## src/cfs_pkg.sv

```systemverilog
// Purpose: shared constants and types for the converter fault supervisor
// Assumes: 25 MHz system clock
// Notes: register offsets are word indices on the plain register port
package cfs_pkg;
    localparam int unsigned CLK_HZ = 25000000;
    localparam int unsigned HICCUP_PAUSE_US = 128;
    localparam int unsigned PG_DEGLITCH_US = 40;
    localparam int unsigned HICCUP_PAUSE_CYC = (HICCUP_PAUSE_US * (CLK_HZ / 1000000));
    localparam int unsigned PG_DEGLITCH_CYC = (PG_DEGLITCH_US * (CLK_HZ / 1000000));
    localparam int unsigned HICCUP_TRIP_CYCLES = 32;
    localparam int unsigned CURRENT_LIMITED_FLAG_FLAG_CYCLES = 4;
    localparam int CNT_W = 12;
    localparam int OCP_W = 6;

    localparam logic [3:0] ADDR_CTRL = 4'h0;
    localparam logic [3:0] ADDR_STATUS = 4'h1;
    localparam logic [3:0] ADDR_STATE = 4'h2;

    // control register fields
    localparam int CTL_DISCH = 0;
    localparam int CTL_RETRY = 1;
    localparam int CTL_BLANK = 2;
    localparam int CTL_SINGLE = 3;
    localparam int CTL_SWEN = 4;
    localparam int CTL_FPWM = 5;
    localparam logic [7:0] CTL_RESET = 8'h10;

    // status register fields
    localparam int ST_HICCUP = 0;
    localparam int ST_CURRENT_LIMITED_FLAG = 1;
    localparam int ST_UV = 2;
    localparam int ST_OV = 3;
    localparam int ST_THERMAL_WARNING_FLAG = 4;
    localparam int ST_THERMAL_SHUTDOWN_FLAG = 5;

    typedef struct packed {
        logic supply_uv;      // supply below lockout threshold
        logic supply_ov;      // supply above lockout threshold
        logic hs_limit;       // high-side current limit reached
        logic ls_below;       // low-side current below its limit
        logic ls_sink_limit;  // low-side sinking limit exceeded
        logic out_under;      // output under window
        logic out_over;       // output over window
        logic temp_warn;      // above warning rise threshold
        logic temp_warn_clr;  // below warning recovery threshold
        logic temp_shut;      // above shutdown threshold
        logic temp_shut_clr;  // below shutdown recovery threshold
        logic cycle_start;    // one pulse per switching cycle
        logic ramp_active;    // voltage transition ramp in progress
        logic soft_start;     // soft start in progress
        logic enable_in;      // level seen on the shared enable line
    } cfs_flags_t;

    typedef enum logic [1:0] {
        CFS_OFF = 2'b00,
        CFS_RUN = 2'b01,
        CFS_PAUSE = 2'b11,
        CFS_LOCK = 2'b10
    } cfs_state_t;
endpackage

```

## src/cfs_supervisor.sv

```systemverilog
// Purpose: fault and status supervisor for a step-down converter
// Assumes: all flag inputs already synchronous to i_clk
// Notes: power-good and enable are open-drain, oe high pulls the line low
//
// The address map and the strobed register port were left to the implementer.
`timescale 1ns/1ps

// Notes on behaviour
// - supply undervoltage stops switching, pulls enable low, discharges if enabled.
// - supply overvoltage stops switching, pulls enable low, discharges if enabled.
// - high-side overcurrent turns high side off, low side on, until low current low.
// - low-side sink limit turns both switches off till next cycle, forced-PWM only.
// - retry enabled: 32 limited cycles then 128 us pause, then new soft start.
// - entering pause sets retry flag and holds power-good low.
// - status read clears retry flag only when overload is gone.
// - retry disabled: keep limiting; flag set after four consecutive limited cycles.
// - status read clears current-limit flag only when overload is gone.
// - power-good is open-drain output in primary, soft-start input in secondary.
// - output outside 94..106 percent window is bad, deglitched 40 us.
// - output under and over events set their window flags.
// - status read clears window flags only once out-of-window has ended.
// - blanking bit set ignores window result during a voltage ramp.
// - power-good low in thermal shutdown, pause, disable, lockout, soft start.
// - all units pull power-good low at init; then only primary drives it.
// - secondary does not sink while power-good low, then forced-PWM always.
// - faulted secondary leaves power-good free and pulls enable low instead.
// - warning flag above 150 C; read clears it only below 130 C.
// - above 170 C stop, set flag, pull power-good low, enable low unless single.
// - below 150 C release enable and power-good and restart with soft start.
// - read clears shutdown flag only when temperature is below recovery level.
module cfs_supervisor
    import cfs_pkg::*;
(
    input wire logic i_clk,            // system clock
    input wire logic i_rst_n,          // async reset, active low
    input wire cfs_flags_t i_flags,    // power stage flags
    input wire logic i_secondary,      // strap: unit is stack secondary
    input wire logic i_pg_in,          // level on shared power-good line
    input wire logic [3:0] i_addr,     // register address
    input wire logic [7:0] i_wdata,    // write data
    input wire logic i_wr,             // write strobe
    input wire logic i_rd,             // read strobe
    output logic [7:0] o_rdata,        // read data, cycle after strobe
    output logic o_switch_en,          // switching allowed
    output logic o_soft_start_req,     // pulse: begin new soft start
    output logic o_hs_on_allow,        // high-side switch may turn on
    output logic o_ls_force_on,        // low-side switch forced on
    output logic o_both_off,           // both switches held off
    output logic o_sink_allow,         // low side may sink current
    output logic o_fpwm,               // forced-PWM operation
    output logic o_discharge,          // output discharge on
    output logic o_pg_out,             // power-good drive level (always 0)
    output logic o_pg_oe,              // power-good pulled low
    output logic o_en_out,             // enable drive level (always 0)
    output logic o_en_oe               // enable pulled low
);
    logic [1:0] rst_sync_q;
    logic rst_n;
    logic [7:0] ctl_q;
    logic [5:0] status_q;
    logic [5:0] status_d;
    cfs_state_t state_q;
    logic [OCP_W-1:0] ocp_cnt_q;
    logic [CNT_W-1:0] pause_cnt_q;
    logic [CNT_W-1:0] dg_cnt_q;
    logic pg_good_q;
    logic thermal_shutdown_flag_q;
    logic hs_off_q;
    logic both_off_q;
    logic init_q;
    logic sec_pg_seen_q;
    logic lockout;
    logic win_bad;
    logic overload;
    logic hiccup_trip;
    logic pg_force_low;
    logic [7:0] rdata_q;
    logic ss_req_q;

    function automatic logic clr_ok(input logic flag, input logic cond_gone, input logic rd);
        clr_ok = flag && rd && cond_gone;
    endfunction

    always_ff @(posedge i_clk or negedge i_rst_n) begin
        if (!i_rst_n) begin
            rst_sync_q <= 2'b00;
        end else begin
            rst_sync_q <= {rst_sync_q[0], 1'b1};
        end
    end
    assign rst_n = rst_sync_q[1];

    assign lockout = i_flags.supply_uv || i_flags.supply_ov;
    assign overload = i_flags.hs_limit;
    assign win_bad = (i_flags.out_under || i_flags.out_over)
                     && !(ctl_q[CTL_BLANK] && i_flags.ramp_active);
    assign hiccup_trip = ctl_q[CTL_RETRY] && i_flags.cycle_start && overload
                         && (ocp_cnt_q == OCP_W'(HICCUP_TRIP_CYCLES - 1));

    // register writes
    always_ff @(posedge i_clk or negedge rst_n) begin
        if (!rst_n) begin
            ctl_q <= CTL_RESET;
        end else if (i_wr && i_addr == ADDR_CTRL) begin
            ctl_q <= i_wdata;
        end
    end

    // consecutive limited-cycle counter, one step per switching cycle
    always_ff @(posedge i_clk or negedge rst_n) begin
        if (!rst_n) begin
            ocp_cnt_q <= '0;
        end else if (state_q != CFS_RUN) begin
            ocp_cnt_q <= '0;
        end else if (i_flags.cycle_start) begin
            if (!overload || hiccup_trip) begin
                ocp_cnt_q <= '0;
            end else if (ocp_cnt_q != '1) begin
                ocp_cnt_q <= ocp_cnt_q + OCP_W'(1);
            end
        end
    end

    // thermal shutdown with hysteresis
    always_ff @(posedge i_clk or negedge rst_n) begin
        if (!rst_n) begin
            thermal_shutdown_flag_q <= 1'b0;
        end else if (i_flags.temp_shut) begin
            thermal_shutdown_flag_q <= 1'b1;
        end else if (i_flags.temp_shut_clr) begin
            thermal_shutdown_flag_q <= 1'b0;
        end
    end

    // operating state
    always_ff @(posedge i_clk or negedge rst_n) begin
        if (!rst_n) begin
            state_q <= CFS_OFF;
            pause_cnt_q <= '0;
            ss_req_q <= 1'b0;
        end else begin
            ss_req_q <= 1'b0;
            case (state_q)
                CFS_OFF: begin
                    if (lockout || thermal_shutdown_flag_q) begin
                        state_q <= CFS_LOCK;
                    end else if (ctl_q[CTL_SWEN] && i_flags.enable_in) begin
                        state_q <= CFS_RUN;
                        ss_req_q <= 1'b1;
                    end
                end
                CFS_RUN: begin
                    if (lockout || thermal_shutdown_flag_q) begin
                        state_q <= CFS_LOCK;
                    end else if (!ctl_q[CTL_SWEN] || !i_flags.enable_in) begin
                        state_q <= CFS_OFF;
                    end else if (hiccup_trip) begin
                        state_q <= CFS_PAUSE;
                        pause_cnt_q <= CNT_W'(HICCUP_PAUSE_CYC - 1);
                    end
                end
                CFS_PAUSE: begin
                    if (lockout || thermal_shutdown_flag_q) begin
                        state_q <= CFS_LOCK;
                    end else if (pause_cnt_q == '0) begin
                        state_q <= CFS_OFF;
                    end else begin
                        pause_cnt_q <= pause_cnt_q - CNT_W'(1);
                    end
                end
                CFS_LOCK: begin
                    if (!lockout && !thermal_shutdown_flag_q) begin
                        state_q <= CFS_OFF;
                    end
                end
                default: begin
                    state_q <= CFS_OFF;
                end
            endcase
        end
    end

    // cycle-by-cycle current limit and sink limit
    always_ff @(posedge i_clk or negedge rst_n) begin
        if (!rst_n) begin
            hs_off_q <= 1'b0;
            both_off_q <= 1'b0;
        end else begin
            if (overload) begin
                hs_off_q <= 1'b1;
            end else if (i_flags.ls_below) begin
                hs_off_q <= 1'b0;
            end
            if (i_flags.cycle_start) begin
                both_off_q <= 1'b0;
            end else if (i_flags.ls_sink_limit && o_fpwm) begin
                both_off_q <= 1'b1;
            end
        end
    end

    // power-good deglitch
    always_ff @(posedge i_clk or negedge rst_n) begin
        if (!rst_n) begin
            dg_cnt_q <= '0;
            pg_good_q <= 1'b0;
        end else if (win_bad == pg_good_q) begin
            if (dg_cnt_q == CNT_W'(PG_DEGLITCH_CYC - 1)) begin
                pg_good_q <= !win_bad;
                dg_cnt_q <= '0;
            end else begin
                dg_cnt_q <= dg_cnt_q + CNT_W'(1);
            end
        end else begin
            dg_cnt_q <= '0;
        end
    end

    // initialization and secondary power-good tracking
    always_ff @(posedge i_clk or negedge rst_n) begin
        if (!rst_n) begin
            init_q <= 1'b1;
            sec_pg_seen_q <= 1'b0;
        end else begin
            init_q <= 1'b0;
            if (state_q != CFS_RUN) begin
                sec_pg_seen_q <= 1'b0;
            end else if (i_pg_in) begin
                sec_pg_seen_q <= 1'b1;
            end
        end
    end

    // sticky status, set wins over read clear
    always_comb begin
        status_d = status_q;
        if (i_rd && i_addr == ADDR_STATUS) begin
            if (clr_ok(status_q[ST_HICCUP], !overload, 1'b1)) status_d[ST_HICCUP] = 1'b0;
            if (clr_ok(status_q[ST_CURRENT_LIMITED_FLAG], !overload, 1'b1)) status_d[ST_CURRENT_LIMITED_FLAG] = 1'b0;
            if (clr_ok(status_q[ST_UV] || status_q[ST_OV], !win_bad, 1'b1)) begin
                status_d[ST_UV] = 1'b0;
                status_d[ST_OV] = 1'b0;
            end
            if (clr_ok(status_q[ST_THERMAL_WARNING_FLAG], i_flags.temp_warn_clr, 1'b1)) begin
                status_d[ST_THERMAL_WARNING_FLAG] = 1'b0;
            end
            if (clr_ok(status_q[ST_THERMAL_SHUTDOWN_FLAG], i_flags.temp_shut_clr, 1'b1)) begin
                status_d[ST_THERMAL_SHUTDOWN_FLAG] = 1'b0;
            end
        end
        if (hiccup_trip) status_d[ST_HICCUP] = 1'b1;
        if (!ctl_q[CTL_RETRY] && ocp_cnt_q >= OCP_W'(CURRENT_LIMITED_FLAG_FLAG_CYCLES)) begin
            status_d[ST_CURRENT_LIMITED_FLAG] = 1'b1;
        end
        if (i_flags.out_under) status_d[ST_UV] = 1'b1;
        if (i_flags.out_over) status_d[ST_OV] = 1'b1;
        if (i_flags.temp_warn) status_d[ST_THERMAL_WARNING_FLAG] = 1'b1;
        if (i_flags.temp_shut) status_d[ST_THERMAL_SHUTDOWN_FLAG] = 1'b1;
    end

    always_ff @(posedge i_clk or negedge rst_n) begin
        if (!rst_n) begin
            status_q <= '0;
        end else begin
            status_q <= status_d;
        end
    end

    // read data, valid the cycle after the strobe
    always_ff @(posedge i_clk or negedge rst_n) begin
        if (!rst_n) begin
            rdata_q <= '0;
        end else if (i_rd) begin
            case (i_addr)
                ADDR_CTRL: rdata_q <= ctl_q;
                ADDR_STATUS: rdata_q <= {2'h0, status_q};
                ADDR_STATE: rdata_q <= {5'h00, pg_good_q, state_q};
                default: rdata_q <= 8'h00;
            endcase
        end else begin
            rdata_q <= 8'h00;
        end
    end

    assign pg_force_low = thermal_shutdown_flag_q || lockout || state_q != CFS_RUN
                          || i_flags.soft_start || !i_flags.enable_in;
    assign o_rdata = rdata_q;
    assign o_switch_en = (state_q == CFS_RUN);
    assign o_soft_start_req = ss_req_q;
    assign o_hs_on_allow = o_switch_en && !hs_off_q && !both_off_q;
    assign o_ls_force_on = o_switch_en && hs_off_q && !both_off_q;
    assign o_both_off = both_off_q || !o_switch_en;
    assign o_sink_allow = !i_secondary || sec_pg_seen_q;
    assign o_fpwm = ctl_q[CTL_FPWM] || (i_secondary && sec_pg_seen_q);
    assign o_discharge = (state_q == CFS_LOCK || state_q == CFS_OFF)
                         && (ctl_q[CTL_DISCH] || i_secondary);
    assign o_pg_out = 1'b0;
    assign o_pg_oe = init_q || (!i_secondary && (pg_force_low || !pg_good_q));
    assign o_en_out = 1'b0;
    assign o_en_oe = lockout || (thermal_shutdown_flag_q && !ctl_q[CTL_SINGLE]);
endmodule

```

## config.mk

```make
export PLATFORM = sky130hd
export DESIGN_NAME = cfs_supervisor
export DESIGN_NICKNAME = d
export VERILOG_FILES = /design/src/cfs_pkg.sv /design/src/cfs_supervisor.sv
export SDC_FILE = /design/constraint.sdc
export NUM_CORES = 1
export LEC_CHECK = 0
export BUFFER_PORTS_ARGS = -buffer_cell sky130_fd_sc_hd__buf_2
export CORE_MARGIN = 2
export CORE_UTILIZATION = 55
export DETAILED_ROUTE_END_ITERATION = 10
export GPL_TIMING_DRIVEN = 0
export PLACE_DENSITY = 0.87
export SETUP_SLACK_MARGIN = 0.5
export SYNTH_ARGS = -nofsm -noshare
export SYNTH_HDL_FRONTEND = slang
export SYNTH_SLANG_ARGS = --single-unit
```

## constraint.sdc

```tcl
create_clock -name i_clk -period 2.2 [get_ports i_clk]
set_input_delay 0.22 -clock i_clk [delete_from_list [all_inputs] [get_ports i_clk]]
set_output_delay 0.22 -clock i_clk [all_outputs]
set_load 0.05 [all_outputs]
```

# Word-level counts from Yosys, hierarchy flattened
# Cells that the tools add are included.
[op_classes]
addsub = 3
n_lt_le_gt_ge = 1
n_eq_ne = 19
n_mux = 46
n_reduce_logical = 87
[op_table]
columns = ["op", "count"]
rows = [
  ["12-bit two-way mux", 7],
  ["2-bit nonzero test", 18],
  ["6-bit two-way mux", 5],
  ["1-bit logical AND", 24],
  ["12-bit one-hot mux with 2 select lines", 1],
  ["8-bit one-hot mux with 3 select lines", 1],
  ["1-bit two-way mux", 21],
  ["2-bit two-way mux", 9],
  ["1-bit logical OR", 17],
  ["2-bit AND reduction", 8],
  ["1-bit zero test", 14],
  ["12-bit by 1-bit adder with 12-bit output (second input constant)", 1],
  ["12-bit by 10-bit == test with 1-bit output (second input constant)", 1],
  ["12-bit zero test", 1],
  ["12-bit by 1-bit subtractor with 12-bit output (second input constant)", 1],
  ["2-bit inequality test (second input constant)", 5],
  ["8-bit two-way mux", 1],
  ["2-bit one-hot mux with 4 select lines", 1],
  ["6-bit by 1-bit adder with 6-bit output (second input constant)", 1],
  ["6-bit by 5-bit == test with 1-bit output (second input constant)", 1],
  ["6-bit by 3-bit greater-or-equal comparator with 1-bit output (second input constant)", 1],
  ["3-bit inequality test (second input constant)", 2],
  ["6-bit inequality test (second input constant)", 1],
  ["6-bit AND reduction", 1],
  ["other kinds (11)", 13],
]
[totals]
register_bits = 63
input_bits = 33
output_inout_bits = 20
word_cells = 176

# Logic depth before layout (Yosys ltp)
[depth]
depth_word = 8
mapped_depth = 8
mapped_depth_nobuf = 7

# Worst setup path before layout
# OpenSTA, ideal clock, no wires.
[synth_timing]
path_kind = "reg-to-output"
start = "register state_q[1]"
end = "output port o_hs_on_allow"
arrival_ps = 2337
required_time_ps = 1980
path_slack_ps = -357
stages_incl_launch_ff = 6
path_buffers = 1
path_cell_list = "dfrtp_1 -> clkbuf_1 -> nand2b_1 -> inv_1 -> nand2b_1 -> nor2_1"
[synth_via]
elab_chain_cells = 3
[synth_rtl]
columns = ["element", "line_no", "text"]
rows = [
  ["start: declaration", "cfs_supervisor.sv:62", "cfs_state_t state_q;"],
  ["start signal: assignment", "cfs_supervisor.sv:138", "state_q <= CFS_OFF;"],
  ["start signal: assignment", "cfs_supervisor.sv:146", "state_q <= CFS_LOCK;"],
  ["start signal: assignment", "cfs_supervisor.sv:148", "state_q <= CFS_RUN;"],
  ["2-bit by 1-bit == test with 1-bit output", "cfs_supervisor.sv:288", "assign o_switch_en = (state_q == CFS_RUN);"],
  ["via o_switch_en", "cfs_supervisor.sv:44", "output logic o_switch_en,"],
  ["1-bit logical AND (2 in series)", "cfs_supervisor.sv:290", "assign o_hs_on_allow = o_switch_en && !hs_off_q && !both_off_q;"],
  ["end: declaration", "cfs_supervisor.sv:46", "output logic o_hs_on_allow,"],
]
# The timed path passes the listed nets, and every way through them passes these cells.

# Worst setup path in the final report
[layout_timing]
start = "register pause_cnt_q[0]"
end = "register pause_cnt_q[7]"
[layout_via]
elab_chain_cells = 4
word_cells_on_any_way = 7
cone_classes = "add/sub: 1; eq/ne: 1; mux: 3; reduce/logical: 2"
[layout_rtl]
columns = ["element", "line_no", "text"]
rows = [
  ["start: declaration", "cfs_supervisor.sv:64", "logic [CNT_W-1:0] pause_cnt_q;"],
  ["start signal: assignment", "cfs_supervisor.sv:159", "pause_cnt_q <= CNT_W'(HICCUP_PAUSE_CYC - 1);"],
  ["start signal: assignment", "cfs_supervisor.sv:168", "pause_cnt_q <= pause_cnt_q - CNT_W'(1);"],
  ["12-bit by 1-bit subtractor with 12-bit output", "cfs_supervisor.sv:168", ""],
  ["12-bit two-way mux", "cfs_supervisor.sv:165", "end else if (pause_cnt_q == '0) begin"],
  ["12-bit two-way mux", "cfs_supervisor.sv:163", "if (lockout || thermal_shutdown_flag_q) begin"],
  ["12-bit one-hot mux with 2 select lines", "cfs_supervisor.sv:143", "case (state_q)"],
]
# Several ways; a longest one is shown, not always the timed one. The select of a mux whose other input is x is not followed.
# A chain may end at the register's enable or synchronous reset.

==> impl_metrics.yaml <==
job:
  max-cap-violations: 0
worst_setup_path:
  critical_path_peak_fanout: 2
  endpoint_class_of_the_critical_path: "flip-flop"
  critPathLaunchType: "flip-flop"
  cp_num_cells: 7
  worst_ep_required_time_ns: 2.43
  crit_path_top_delay_cell: "sky130_fd_sc_hd__or4_4"
  timing.setup.critical_path_class: "flip-flop to flip-flop"
  r2r_start: "pause_cnt_q[0]"
  worstSetupEndpoint: "pause_cnt_q[7]"
  rr_worst_depth: 7
  arrival_ns: 2.42
  worst_path_dominant_cell_family: "simple AND/OR/NAND/NOR gates"
  crit_start: "pause_cnt_q[0]"
  worstPathBufferInverterCount: 2
  worstPathCellList: "or3_4 > or4_4 > buf_4 > buf_6 > or2_4 > and3_4 > a211o_1"
  worst_setup_slack_for_register_to_register_paths_ns: 0.02
  critical-path-max-stage-delay_ns: 0.43
  critical_path.reg2reg.endpoint: "pause_cnt_q[7]"
routing:
  finalWirelength_um: 8624
  num_vias: 2713
  drt_pre_antenna_iters: 5
  drt_drc_violations_left: 0
  drt_iter0_drc: 273
  post_drt_via_cell_ratio: 6.042
  detail_route.wl_per_cell_um: 19.21
  detail-route-antenna-nets: 0
final_layout:
  final_net_count: 412
  most-common-layout-cells: "60 x sky130_fd_sc_hd__dfrtp_1, 44 x sky130_fd_sc_hd__buf_2, 38 x sky130_fd_sc_hd__nor2_1, 18 x sky130_fd_sc_hd__buf_4, 16 x sky130_fd_sc_hd__nand2_1"
  multiInputGateArea_mm2: 0.001480
  mostFrequentLayoutCell: "sky130_fd_sc_hd__dfrtp_1"
  layout-area-overhead-vs-synth_pct: 33.15
  final_layout_size_suffix_gt1_frac: 0.3588
  fillers: 261
  final_core_occ: 0.7637
  instances_no_fill: 449
  area.sequential_mm2: 0.001583
  insertedDiodeCount: 0
floorplanning:
  die_area_mm2: 0.005997
  num_io_pins: 53
  dieHeight_um: 77.44
  start_util: 0.5735
  floorplan.core_area_mm2: 0.005172
  core.rowCount: 26
  die_w_um: 77.44
timing:
  report.final.hold_viol_count: 0
  final.setup_skew_ns: 0.01527
  worstMarginPinSlew_ns: 0.7581
  final-setup-viol-count: 0
  worst_slack_ns: 0.01656
  max_slew_headroom: 0.4946
  period_minus_slack_ns: 2.183
  slew_viol_final: 0
  timing.hold.ws_ns: 0.07461
  post-route-period-util: 0.9925
  fmax_mhz: 458.0
  unrepaired_setup_endpoints_after_global_routing: "yes"
clock_network:
  cts_tree: "yes"
  clock_latency_at_the_later_pin_of_the_worst_skew_pair_ns: 0.35
  cts_inserted_buffers: 9
  number_of_sinks_driven_by_the_clock_tree: 63
  cts-htree-levels: 3
  worst_setup_hold_path_clk_slew_ns: 0.08
  cts_buffer_depth: 2
  root_buffer: "sky130_fd_sc_hd__clkbuf_8"
global_route:
  antenna_found_initial: 0
  grt_remaining_overflow: 0
  global_route_total_usage_across_every_layer: 0.2585
  vias_in_the_first_global_route: 2449
  grt_start_max_net_pins: 62
  grt_pass1_wl_um: 11940
synth:
  netlist_instances: 291
  number_of_flops_mapped_to_enable_cells_by_yosys: 0
  yosysSeqAreaShare: 0.5323
  synth_async_sr_flop_share: 1.000
  post_synth.cell_area_avg_um2: 10.19
  dominantRegCellSynth: "sky130_fd_sc_hd__dfrtp_1"
  synth.cell_area_mm2: 0.002967
  synth-seq-cells: 63
  yosysUniqueCellTypes: 48
  yosysWarningCount: 0
pwr:
  power.density_mw_per_mm2: 655.4
  max-vdd-ir-drop_v: 0.0005919
  p_leak_nw: 1.878
hold_path:
  hold_path.class: "input port to flip-flop"
placed_design:
  finalWeightedCongestion: 0.7736
  post-place-cells: 412
  io_buffer_count: 49
  place_hpwl_um: 4135
  pre_cts_ws_ns: -0.04345
status:
  outcome: "finished clean"
[flip-flops by register name, summed over array words and instances, names as in the netlist]
signal,count
init_q,1
ocp_cnt_q,6
pause_cnt_q,12
both_off_q,1
o_rdata,8
status_q,6
dg_cnt_q,12
rst_sync_q,2
thermal_shutdown_flag_q,1
o_soft_start_req,1
sec_pg_seen_q,1
state_q,2
pg_good_q,1
hs_off_q,1
ctl_q,8
[cell type report]
cell class	count	area share
Sequential cell	63	0.4007
Tap cell	70	0.02217
Clock buffer	10	0.03231
Clock inverter	6	0.01552
Multi-Input combinational cell	209	0.3747
Buffer	9	0.02344
Inverter	12	0.01299
Timing Repair Buffer	70	0.1182
[synthesized netlist by cell type (all sizes together) (2+ instances only)]
cell type,count,area (um2)
dfrtp,61,1526
nor2,41,153.9
nand2,17,63.81
nand3,13,65.06
o21ai,13,65.06
inv,12,45.04
and3,10,62.56
mux2,9,101.4
a21oi,8,40.04
nor3,8,40.04
clkbuf,7,26.28
nand4,7,43.79
a21o,6,45.04
mux2i,6,60.06
nand2b,6,37.54
xnor2,6,52.55
xor2,6,52.55
ha,5,62.56
or3,5,36.28
and2,4,25.02
o211a,4,40.04
a211o,3,26.28
nor4,3,18.77
or2,3,18.77
a22oi,2,15.01
buf,2,15.01
conb,2,7.510
dfstp,2,52.55
o21bai,2,15.01
o311a,2,21.27
or4,2,18.77
[timing repair]
item / in CTS / in global routing
buffers inserted: 9 / 10
gates resized for setup: 21 / 33
setup endpoints to repair: 16 / 31
pin swaps: 5 / 11
gates cloned: 0 / 1
endpoints found under the hold margin: 2 / 0
hold buffers: 1 / 0
[routing by layer]
layer | GRT usage | up-vias | wire [um]
met5 | 0 | - | 0
met4 | 0.1143 | 0 | 393
met3 | 0.04302 | 41 | 716
met2 | 0.4270 | 191 | 4203
met1 | 0.3375 | 1290 | 3310
li1 | - | 1191 | -
[through the flow]
step | setup TNS [ns] | total power [mW] | cell area, um2
2_1_floorplan | 0 | 1.474 | 3072
3_3_place_gp | -0.01376 | 1.554 | 3405
3_5_place_dp | -0.04345 | 1.564 | 3405
4_1_cts | 0 | 2.539 | 3752
5_1_grt | -0.07847 | 2.666 | 3950
6_report | 0 | 2.589 | 3950
[cell families after synthesis]
family	after synthesis	share of synthesized area
other	2	0.002532
flip-flops	63	0.5323
multiplexers	15	0.05441
buffers and inverters	21	0.02910
AND/OR/NAND/NOR	125	0.2130
XOR/XNOR	12	0.03543
AO/OA/AOI/OAI	48	0.1122
adder cells (fa/ha/maj)	5	0.02109
[where the power goes]
part	leakage [nW]	total [mW]	switching [mW]	internal, mW
registers	0.802	1.31	0.0828	1.22
clock network	0.0960	1.00	0.482	0.520
logic	0.980	0.280	0.168	0.112
total	1.88	2.59	0.733	1.86
[how the worst min path moves through the flow]
stage                            from       endpoint  slack [ns]  depth (start not counted)
after floorplan               i_rst_n  rst_sync_q[0]       -0.08                          0
after global placement        i_rst_n  rst_sync_q[0]       0.005                          1
after detailed placement      i_rst_n  rst_sync_q[0]       0.006                          1
after CTS                 i_flags[11]       hs_off_q        0.05                          2
after global routing       i_flags[9]    status_q[2]        0.07                          2
final                      i_flags[7]    status_q[4]        0.07                          2
Power figures use the tool's default switching activity.
